<file path="src/isafr_pkg.sv">
package isafr_pkg;

  // ------------------------------------------------------------------------
  // Register map: byte addresses of the five attribute words and the operand class status on APB.
  // ------------------------------------------------------------------------
  localparam logic [11:0] ISAFR_ADDR_ATTR0 = 12'h000;  // Attribute word 0.
  localparam logic [11:0] ISAFR_ADDR_ATTR1 = 12'h004;  // Attribute word 1.
  localparam logic [11:0] ISAFR_ADDR_ATTR2 = 12'h008;  // Attribute word 2.
  localparam logic [11:0] ISAFR_ADDR_ATTR3 = 12'h00c;  // Attribute word 3.
  localparam logic [11:0] ISAFR_ADDR_ATTR4 = 12'h010;  // Attribute word 4.
  localparam logic [11:0] ISAFR_ADDR_DEC   = 12'h014;  // Operand class status.

  // ------------------------------------------------------------------------
  // Field levels chosen for this implementation, one nibble each.
  // ------------------------------------------------------------------------
  localparam logic [3:0] ISAFR_BIT_COUNT    = 4'h1;  // Leading zero count present.
  localparam logic [3:0] ISAFR_BITFIELD     = 4'h1;  // Bitfield group present.
  localparam logic [3:0] ISAFR_CMP_BRANCH   = 4'h1;  // Compare and branch present.
  localparam logic [3:0] ISAFR_COPROC       = 4'h0;  // No generic coprocessor.
  localparam logic [3:0] ISAFR_BREAKPOINT   = 4'h1;  // Breakpoint present.
  localparam logic [3:0] ISAFR_DIVIDE       = 4'h1;  // Hardware divide present.
  localparam logic [3:0] ISAFR_EXTEND       = 4'h1;  // Sign/zero extend present.
  localparam logic [3:0] ISAFR_COND_BLOCK   = 4'h1;  // Conditional block present.
  localparam logic [3:0] ISAFR_WIDE_IMM     = 4'h1;  // Wide immediates present.
  localparam logic [3:0] ISAFR_INTERWORK    = 4'h2;  // Full interworking.
  localparam logic [3:0] ISAFR_DWORD_XFER   = 4'h1;  // Doubleword pair present.
  localparam logic [3:0] ISAFR_PRELOAD      = 4'h3;  // Data and instruction preload.
  localparam logic [3:0] ISAFR_MULTI_INT    = 4'h2;  // Continuable multi transfers.
  localparam logic [3:0] ISAFR_MULTIPLY     = 4'h2;  // Multiply-subtract level.
  localparam logic [3:0] ISAFR_SMULL        = 4'h1;  // Signed long multiply.
  localparam logic [3:0] ISAFR_UMULL        = 4'h1;  // Unsigned long multiply.
  localparam logic [3:0] ISAFR_REVERSAL     = 4'h2;  // Byte and bit reverse.
  localparam logic [3:0] ISAFR_SAT_SCALAR   = 4'h0;  // Not applicable here.
  localparam logic [3:0] ISAFR_PACKED_SAT   = 4'h1;  // Saturate and sticky flag.
  localparam logic [3:0] ISAFR_SVC          = 4'h1;  // Supervisor call.
  localparam logic [3:0] ISAFR_SYNC         = 4'h1;  // Word exclusives.
  localparam logic [3:0] ISAFR_TABLE_JUMP   = 4'h1;  // Table branch.
  localparam logic [3:0] ISAFR_LOW_MOVE     = 4'h1;  // Low to low move.
  localparam logic [3:0] ISAFR_NOP_HINT     = 4'h1;  // True no-operation.
  localparam logic [3:0] ISAFR_UNPRIV       = 4'h2;  // All unprivileged forms.
  localparam logic [3:0] ISAFR_SHIFTS       = 4'h3;  // Constant shifts.
  localparam logic [3:0] ISAFR_WRITEBACK    = 4'h1;  // All writeback modes.
  localparam logic [3:0] ISAFR_BARRIER      = 4'h1;  // Barriers present.
  localparam logic [3:0] ISAFR_SYNC_FRAC    = 4'h3;  // Clear-exclusive and narrow.
  localparam logic [3:0] ISAFR_STATUS_MOVE  = 4'h1;  // State change and status move.
  localparam logic [3:0] ISAFR_ABSENT       = 4'h0;  // All zeros: feature absent.
  localparam logic [3:0] ISAFR_OVERFLOW     = 4'hf;  // All ones: defined elsewhere.

  // ------------------------------------------------------------------------
  // Operand class status bits.
  // ------------------------------------------------------------------------
  localparam int ISAFR_DEC_BASIC_BIT = 0;  // Last query classified as basic.
  localparam int ISAFR_DEC_SHIFT_BIT = 1;  // Needs the shift attribute.

endpackage

</file>
<file path="src/isafr_regs.sv">
`timescale 1ns/1ps
`default_nettype none

// Summary of operation
// - Word 0 bits 7:4 report leading zero count.
// - Word 0 bits 11:8 report bitfield group.
// - Word 0 bits 15:12 report compare-and-branch.
// - Word 0 bits 19:16 cumulative coprocessor level.
// - Word 0 breakpoint 23:20, divide 27:24.
// - Word 1 bits 15:12 report sign/zero extend.
// - Word 1 bits 19:16 report conditional block.
// - Word 1 bits 23:20 report wide immediates.
// - Word 1 bits 27:24 interworking level.
// - Word 2 doubleword 3:0, preload hint 7:4.
// - Word 2 bits 11:8 multi transfer interruption.
// - Word 2 multiply fields 15:12, 19:16, 23:20.
// - Word 2 bits 31:28 reversal level.
// - Word 3 saturate 7:4; bits 3:0 zero.
// - Word 3 supervisor call 11:8, sync 15:12.
// - Word 3 table, low move, no-op fields.
// - Word 4 bits 3:0 unprivileged transfer level.
// - Word 4 bits 7:4 shift level, 2 reserved.
// - Word 4 bits 11:8 writeback mode level.
// - Word 4 barriers 19:16, status move 27:24.
// - Word 4 bits 23:20 qualify sync level.
// - Basic only with immediate or unshifted operand.
// - Reserved fields always read zero.
// - Zero means absent, all ones overflowed.

module isafr_regs (
  input  wire logic        clk_in,           // Core clock, 40 MHz.
  input  wire logic        arst_n_in,        // Asynchronous reset, active low.
  input  wire logic        clk_en_in,        // Freezes all state while low.
  input  wire logic        psel_in,          // APB select.
  input  wire logic        penable_in,       // APB access phase.
  input  wire logic        pwrite_in,        // APB direction, high for write.
  input  wire logic [11:0] paddr_in,         // APB byte address.
  input  wire logic [31:0] pwdata_in,        // APB write data, ignored.
  input  wire logic        op_valid_in,      // Operand query strobe.
  input  wire logic        op_immediate_in,  // Second operand is immediate.
  input  wire logic        op_shifted_in,    // Register operand carries a shift.
  output logic      [31:0] prdata_out,       // APB read data.
  output logic             pready_out,       // APB ready.
  output logic             pslverr_out,      // APB error for unmapped address.
  output logic             op_basic_out,     // Query was a basic instruction.
  output logic             op_shift_dep_out  // Query depends on shift attributes.
);

  // ------------------------------------------------------------------------
  // Helpers.
  // ------------------------------------------------------------------------

  // Guards a field against a reserved code by forcing it to zero.
  function automatic logic [3:0] isafr_guard(input logic [3:0] lvl,
                                              input logic [3:0] bad);
    isafr_guard = (lvl == bad) ? isafr_pkg::ISAFR_ABSENT : lvl;
  endfunction

  // ------------------------------------------------------------------------
  // Constant attribute words.
  // ------------------------------------------------------------------------

  // Top nibbles of words 0, 1, 3 and 4 and unallocated nibbles are zero so reserved reads are clean.
  logic [31:0] attr0_w;  // Attribute word 0.
  logic [31:0] attr1_w;  // Attribute word 1.
  logic [31:0] attr2_w;  // Attribute word 2.
  logic [31:0] attr3_w;  // Attribute word 3.
  logic [31:0] attr4_w;  // Attribute word 4.
  logic [3:0]  sync_frac_w;  // Qualifier, meaningful only at sync level 1.

  assign attr0_w = {4'h0,
                    isafr_pkg::ISAFR_DIVIDE,
                    isafr_pkg::ISAFR_BREAKPOINT,
                    isafr_pkg::ISAFR_COPROC,
                    isafr_pkg::ISAFR_CMP_BRANCH,
                    isafr_pkg::ISAFR_BITFIELD,
                    isafr_pkg::ISAFR_BIT_COUNT,
                    4'h0};

  assign attr1_w = {4'h0,
                    isafr_pkg::ISAFR_INTERWORK,
                    isafr_pkg::ISAFR_WIDE_IMM,
                    isafr_pkg::ISAFR_COND_BLOCK,
                    isafr_pkg::ISAFR_EXTEND,
                    12'h000};

  assign attr2_w = {isafr_pkg::ISAFR_REVERSAL,
                    4'h0,
                    isafr_pkg::ISAFR_UMULL,
                    isafr_pkg::ISAFR_SMULL,
                    isafr_pkg::ISAFR_MULTIPLY,
                    isafr_pkg::ISAFR_MULTI_INT,
                    isafr_pkg::ISAFR_PRELOAD,
                    isafr_pkg::ISAFR_DWORD_XFER};

  assign attr3_w = {4'h0,
                    isafr_pkg::ISAFR_NOP_HINT,
                    isafr_pkg::ISAFR_LOW_MOVE,
                    isafr_pkg::ISAFR_TABLE_JUMP,
                    isafr_pkg::ISAFR_SYNC,
                    isafr_pkg::ISAFR_SVC,
                    isafr_pkg::ISAFR_PACKED_SAT,
                    isafr_pkg::ISAFR_SAT_SCALAR};

  // The qualifier only means something when the sync field reads 1.
  assign sync_frac_w = (isafr_pkg::ISAFR_SYNC == 4'h1) ?
                       isafr_guard(isafr_guard(isafr_pkg::ISAFR_SYNC_FRAC, 4'h1), 4'h2) :
                       isafr_pkg::ISAFR_ABSENT;

  assign attr4_w = {4'h0,
                    isafr_pkg::ISAFR_STATUS_MOVE,
                    sync_frac_w,
                    isafr_pkg::ISAFR_BARRIER,
                    4'h0,
                    isafr_pkg::ISAFR_WRITEBACK,
                    isafr_guard(isafr_pkg::ISAFR_SHIFTS, 4'h2),
                    isafr_pkg::ISAFR_UNPRIV};

  // ------------------------------------------------------------------------
  // APB slave.
  // ------------------------------------------------------------------------

  logic        access_w;  // Access phase of a transfer.
  logic [31:0] rd_d;      // Read data mux.
  logic        hit_d;     // Address is mapped.
  logic [31:0] prdata_q;  // Registered read data.
  logic        pready_q;  // Registered ready.
  logic        perr_q;    // Registered error.
  logic [1:0]  dec_q;     // Operand class status.

  assign access_w = psel_in && penable_in && !pready_q;

  // Read mux; unmapped addresses read zero and flag an error.
  always_comb begin
    hit_d = 1'b1;
    case (paddr_in)
      isafr_pkg::ISAFR_ADDR_ATTR0: rd_d = attr0_w;
      isafr_pkg::ISAFR_ADDR_ATTR1: rd_d = attr1_w;
      isafr_pkg::ISAFR_ADDR_ATTR2: rd_d = attr2_w;
      isafr_pkg::ISAFR_ADDR_ATTR3: rd_d = attr3_w;
      isafr_pkg::ISAFR_ADDR_ATTR4: rd_d = attr4_w;
      isafr_pkg::ISAFR_ADDR_DEC:   rd_d = {30'h0000_0000, dec_q};
      default: begin
        rd_d  = 32'h0000_0000;
        hit_d = 1'b0;
      end
    endcase
  end

  // One wait state: ready rises in the cycle after the access phase starts.
  // Writes are accepted but change nothing: the attribute words are constants and the status word is not written.
  always_ff @(posedge clk_in or negedge arst_n_in) begin
    if (!arst_n_in) begin
      prdata_q <= 32'h0000_0000;
      pready_q <= 1'b0;
      perr_q   <= 1'b0;
    end else if (clk_en_in) begin
      pready_q <= access_w;
      perr_q   <= access_w && !hit_d;
      prdata_q <= (access_w && !pwrite_in) ? rd_d : 32'h0000_0000;
    end
  end

  assign prdata_out  = prdata_q;
  assign pready_out  = pready_q;
  assign pslverr_out = perr_q;

  // ------------------------------------------------------------------------
  // Operand classifier.
  // ------------------------------------------------------------------------

  // Synchronised copies of the query inputs; first stage read only by second.
  logic [2:0] op_s1_q;  // First synchroniser stage.
  logic [2:0] op_s2_q;  // Second synchroniser stage.
  logic       basic_q;  // Basic result.
  logic       shdep_q;  // Shift dependency result.

  // Two flops for inputs from outside the clock domain.
  always_ff @(posedge clk_in or negedge arst_n_in) begin
    if (!arst_n_in) begin
      op_s1_q <= 3'h0;
      op_s2_q <= 3'h0;
    end else if (clk_en_in) begin
      op_s1_q <= {op_valid_in, op_immediate_in, op_shifted_in};
      op_s2_q <= op_s1_q;
    end
  end

  // Basic only if immediate or an unshifted register; otherwise shift-dependent.
  always_ff @(posedge clk_in or negedge arst_n_in) begin
    if (!arst_n_in) begin
      basic_q <= 1'b0;
      shdep_q <= 1'b0;
      dec_q   <= 2'h0;
    end else if (clk_en_in) begin
      basic_q <= op_s2_q[2] && (op_s2_q[1] || !op_s2_q[0]);
      shdep_q <= op_s2_q[2] && !op_s2_q[1] && op_s2_q[0];
      if (op_s2_q[2]) begin
        dec_q[isafr_pkg::ISAFR_DEC_BASIC_BIT] <= op_s2_q[1] || !op_s2_q[0];
        dec_q[isafr_pkg::ISAFR_DEC_SHIFT_BIT] <= !op_s2_q[1] && op_s2_q[0];
      end
    end
  end

  assign op_basic_out     = basic_q;
  assign op_shift_dep_out = shdep_q;

  // ------------------------------------------------------------------------
  // Assertions.
  // ------------------------------------------------------------------------

  a_ready_one_cycle: assert property (@(posedge clk_in) disable iff (!arst_n_in)
    pready_q |=> !pready_q) else $error("ready held too long");

  a_ready_follows_access: assert property (@(posedge clk_in) disable iff (!arst_n_in)
    (clk_en_in && psel_in && penable_in && !pready_q) |=> pready_q)
    else $error("ready missing");

  a_attr0_read: assert property (@(posedge clk_in) disable iff (!arst_n_in)
    (clk_en_in && access_w && !pwrite_in && paddr_in == isafr_pkg::ISAFR_ADDR_ATTR0)
    |=> prdata_q[31:28] == 4'h0 && prdata_q[3:0] == 4'h0)
    else $error("word 0 reserved bits");

  a_attr3_sat_zero: assert property (@(posedge clk_in) disable iff (!arst_n_in)
    (clk_en_in && access_w && !pwrite_in && paddr_in == isafr_pkg::ISAFR_ADDR_ATTR3)
    |=> prdata_q[3:0] == 4'h0) else $error("scalar saturate nonzero");

  a_shift_not_two: assert property (@(posedge clk_in) disable iff (!arst_n_in)
    attr4_w[7:4] != 4'h2) else $error("reserved shift level");

  a_frac_legal: assert property (@(posedge clk_in) disable iff (!arst_n_in)
    attr4_w[23:20] == 4'h0 || (attr4_w[23:20] == 4'h3 && attr3_w[15:12] == 4'h1))
    else $error("bad sync qualifier");

  a_write_no_data: assert property (@(posedge clk_in) disable iff (!arst_n_in)
    (clk_en_in && access_w && pwrite_in) |=> prdata_q == 32'h0000_0000)
    else $error("write returned data");

  a_unmapped_err: assert property (@(posedge clk_in) disable iff (!arst_n_in)
    (clk_en_in && access_w && !hit_d) |=> perr_q && prdata_q == 32'h0000_0000)
    else $error("unmapped not flagged");

  a_class_exclusive: assert property (@(posedge clk_in) disable iff (!arst_n_in)
    !(basic_q && shdep_q)) else $error("both classes set");

  a_imm_is_basic: assert property (@(posedge clk_in) disable iff (!arst_n_in)
    (clk_en_in && op_s2_q[2] && op_s2_q[1]) |=> basic_q)
    else $error("immediate not basic");

endmodule

`default_nettype wire

</file>
<file path="config.mk">
export PLATFORM = sky130hd
export DESIGN_NAME = isafr_regs
export DESIGN_NICKNAME = d
export VERILOG_FILES = /design/src/isafr_pkg.sv /design/src/isafr_regs.sv
export SDC_FILE = /design/constraint.sdc
export NUM_CORES = 1
export LEC_CHECK = 0
export ABC_AREA = 0
export ABC_CLOCK_PERIOD_IN_PS = 1100
export BUFFER_PORTS_ARGS = -buffer_cell sky130_fd_sc_hd__buf_2
export CORE_MARGIN = 5
export CORE_UTILIZATION = 37
export CTS_BUF_LIST = sky130_fd_sc_hd__clkbuf_8
export CTS_CLUSTER_SIZE = 30
export DETAILED_ROUTE_END_ITERATION = 12
export GPL_TIMING_DRIVEN = 1
export PLACE_DENSITY = 0.86
export SYNTH_ARGS = -nofsm -noshare
export SYNTH_HDL_FRONTEND = slang
export SYNTH_SLANG_ARGS = --single-unit
</file>
<file path="constraint.sdc">
create_clock -name clk_in -period 1.1 [get_ports clk_in]
set_input_delay 0.11 -clock clk_in [delete_from_list [all_inputs] [get_ports clk_in]]
set_output_delay 0.11 -clock clk_in [all_outputs]
set_load 0.02 [all_outputs]
</file>
### Word-level counts from Yosys, hierarchy flattened

Index checks and enable logic that the tools add are counted.

| operators by class | value |
|---|---|
| equal/unequal tests | 5 |
| mux-type cells | 3 |
| reduce and logical (&&, ||, !) cells | 17 |

Operator list:

| cell | count |
|---|---|
| $pmux W30 S6 | 1 |
| $mux W32 | 1 |
| $eq A12 B4 Y1 const B | 2 |
| $eq A12 B5 Y1 const B | 2 |
| $eq A12 B3 Y1 const B | 1 |
| $logic_not A12 Y1 | 1 |
| $logic_and A1 B1 Y1 | 8 |
| $reduce_or A6 Y1 | 1 |
| $logic_not A1 Y1 | 5 |
| $reduce_and A2 Y1 | 1 |
| $logic_or A1 B1 Y1 | 1 |
| $mux W1 | 1 |

| word-level totals | value |
|---|---|
| register bits | 44 |
| bits of input ports | 53 |
| word-level logic and storage cells | 33 |

### Longest topological paths before layout

| logic depth | value |
|---|---|
| depth after elaboration | 5 |
| mapped depth | 4 |
| mapped depth without buffers | 3 |

### Worst setup path before layout

OpenSTA, ideal clock, no wires.

| timing path | value |
|---|---|
| path type | reg-to-reg |
| start point | register pready_q, in the netlist pready_out |
| end point | register prdata_q[25], in the netlist prdata_out[25] |
| setup time | 0.104 ns |
| data arrival time | 1.217 ns |
| required time | 0.996 ns |
| path slack | -0.220 ns |
| stages on the path, launching flop included | 5 |
| clock period less this slack | 1.320 ns |
| cell sequence | dfrtp_1 and4b_1 nand4_1 buf_6 o41ai_4 |

| on the way | value |
|---|---|
| cells in the longest elaborated chain, start to end | 4 |

Ends and longest elaborated chain:

| what | line | RTL |
|---|---|---|
| start, declared | isafr_regs.sv:127 | `logic pready_q;` |
| start signal, assigned | isafr_regs.sv:158 | `pready_q <= access_w;` |
| $logic_not A1 Y1 | isafr_regs.sv:131 | `assign access_w = psel_in && penable_in && !pready_q;` |
| $logic_and A1 B1 Y1 | isafr_regs.sv:131 |  |
| $logic_and A1 B1 Y1 | isafr_regs.sv:160 | `prdata_q <= (access_w && !pwrite_in) ? rd_d : 32'h0000_0000;` |
| $mux W32 | isafr_regs.sv:160 |  |
| end signal, assigned | isafr_regs.sv:160 |  |
| end, declared | isafr_regs.sv:126 | `logic [31:0] prdata_q;` |

No other way between the ends.
A chain may end at the register's enable or synchronous reset.

### Worst setup path in the final report

| timing path | value |
|---|---|
| start point | register pready_q, in the netlist pready_out |
| end point | register prdata_q[16], in the netlist prdata_out[16] |

Same word-level chain as after synthesis.

==> reports/metrics.yaml <==
status:
  outcome: "finished with violations"
  violations: "negative setup slack"
clock_tree:
  cts_sinks: 23
  cts_buffers: 3
  clk_latency_ps: 260
  clock_tree.buffer_depth: 2
  cts_setup_buffers: 0
  clk_transition_reported_paths_ps: 80
  htreeDepth: 1
  root_buffer: "clkbuf_8"
  cts_tree: "built"
logic_synthesis:
  ys_ff_latch: 23
  ys_seq_area_share_pct: 48.5
  synth.cell_area_sq_um: 1190
  synth_cell_type_count: 29
  syn_inst: 103
  yosysWarnings: 0
  syn_area_per_cell_sq_um: 11.5
grt:
  antenna_found_initial: 0
  grt_use_total_pct: 10.9
  grt_pass1_vias: 847
  overflow: 0
  grt_max_degree: 24
  grt_pass1_wl_um: 3760
drt:
  wl_met3_um: 210
  drtIter0Drc: 5
  route.vias.total: 863
  wl_met2_um: 1130
  wl_per_cell_um: 12.1
  ant_nets: 0
  routed.top_layer: "met4"
  drc_errors: 0
  drt_pass1_iterations: 3
  drt_wl_total_um: 2330
  via_per_inst: 4.47
  wl_met1_um: 984
timing:
  drv_slew: 0
  clock.fmax_ghz: 0.808
  fin_crit_sh_pct: 113
  finalHoldViolCount: 0
  post-route-min-period_ps: 1240
  finalSetupViolCount: 11
  rsz0062_at_grt: "true"
  fin_ws_ps: -138
  fin_worst_skew_ps: 3.29
layout:
  drive_above_1_share_pct: 43.6
  nets: 203
  final_cell_area_sq_um: 1470
  n_antenna_cell: 0
  fin_cells: 193
  syn_to_final_growth_pct: 23.4
power:
  internal_power_mw: 1.29
  peakVddDrop_v: 0.00102
  switching_share_pct: 27.8
  p_clk_share_pct: 29.4
  p_sw_mw: 0.499
  power_density_nw_per_um2: 1220
  p_leak_nw: 0.780
  comb_power_share_pct: 17.9
  sequentialPowerShare_pct: 52.6
worst_setup_path:
  reg2reg_slack_ps: -140
  critPathRequiredTime_ps: 1270
  path_class: "flip-flop to flip-flop"
  cp-end-kind: "flip-flop"
  reg2regPathDepth: 4
  arrival_ps: 1410
  cp-start-kind: "flip-flop"
  path_max_fanout: 11
placement:
  port-buffer-count: 38
  gp_congestion: 0.762
  hpwl_um: 1850
  place_area_sq_um: 1400
  dp.cells: 188
die:
  die_area_sq_um: 4440
  die_y_um: 66.7
  core_sq_um: 3080
  io_pins: 89
  rows: 20
  start_util_pct: 38.6
  die_w_um: 66.7
hold_path:
  min_path_type: "input pin to flip-flop"
  whs_path_depth: 2
run:
  drv_cap: 0
cell families after synthesis:
| logic type | count (synthesis) | synth area share [%] |
|---|---|---|
| buffers and inverters | 29 | 17.2 |
| AOI/OAI and AO/OA | 24 | 17.7 |
| DFF | 23 | 48.5 |
| and+or+nand+nor | 20 | 10.6 |
| muxes | 6 | 5.69 |
| other | 1 | 0.316 |
worst max-delay path: stages (launching register included):
cell and delay [ps]:
dfrtp_2 410, and4b_1 270, nand4_1 100, buf_6 170, o32ai_2 200
registers in the layout, indices dropped and copies added, names as in the netlist:
signal / count
dec_q: 2
op_shift_dep_out: 1
pslverr_out: 1
op_s2_q: 3
op_s1_q: 3
pready_out: 1
prdata_out: 11
op_basic_out: 1
power groups by stage:
stage,clock network (mW),registers [mW],logic [mW]
2_1_floorplan,0,0.971,0.225
3_3_place_gp,0,0.959,0.309
3_5_place_dp,0,0.961,0.320
4_1_cts,0.543,0.945,0.324
5_1_grt,0.577,0.952,0.354
6_report,0.528,0.944,0.322
layout by cell type, fill, tap and decap left out, types with 4 or more instances in the layout:
master,synthesis,layout
nand2_1,4,4
conb_1,1,18
dfrtp_1,23,22
buf_2,1,38
nor2b_1,4,4
a21o_1,4,4
mux2_2,6,6
o2bb2ai_1,10,10
buf_4,23,11
path summary, 6_finish.rpt:
check	from	end
max in group asynchronous	arst_n_in	pready_out
hold reg to reg	prdata_out[5]	prdata_out[5]
setup / recovery	pready_out	prdata_out[16]
setup reg to reg	pready_out	prdata_out[16]
hold / removal	op_shifted_in	op_s1_q[0]
min in group asynchronous	arst_n_in	op_s1_q[0]
final cells by class:
| type | count | area [sq um] |
|---|---|---|
| timing repair buffer | 51 | 294 |
| multi-input combinational | 68 | 479 |
| clock inverter | 1 | 7.51 |
| tap | 44 | 55.1 |
| inverter | 3 | 11.3 |
| clock buffer | 3 | 41.3 |
| sequential | 23 | 577 |
| fill | 294 | 1610 |
routing by layer:
metal	track usage, %	vias up
met1	13.5	408
met4	1.52	0
met5	0	-
met3	3.88	2
met2	18.6	37
li1	-	416
synthesized netlist by cell type (all sizes together):
cell,n,area (sq um)
a21boi,1,7.51
buf,25,189
inv,3,11.3
or3b,1,8.76
nor2,3,11.3
nor3,1,5.00
nor2b,4,25.0
a21o,4,30.0
o41ai,1,27.5
a2111oi,1,15.0
and3,1,6.26
nor4,2,27.5
mux2,6,67.6
a21oi,2,10.0
o32ai,1,8.76
a22o,1,8.76
clkbuf,1,3.75
and4b,1,10.0
and2,1,6.26
nand4,1,6.26
conb,1,3.75
o21ai,3,15.0
o2bb2ai,10,87.6
nand3,1,5.00
nand2,4,15.0
dfrtp,23,576
through the flow:
stage | hold WS (ps) | worst slack (ps) | total power, mW | setup TNS [ps] | utilization (%)
detailed placement | 107 | -173 | 1.28 | -732 | 45.3
CTS | 66.2 | -145 | 1.81 | -841 | 47.6
floorplan | -186 | -183 | 1.20 | -1100 | -
global placement | 97.5 | -177 | 1.27 | -902 | 45.3
finish | 72.5 | -138 | 1.79 | -774 | 47.6
global route | 69.8 | -204 | 1.88 | -1500 | 47.6
what timing repair did:
action / 4_1_cts / 5_1_grt
hold buffers: 1 / 0
hold endpoints to repair: 23 / 0
setup endpoints to repair: 11 / 11
resized for setup: 2 / 0
No activity file was read; power rests on OpenSTA's default activity.
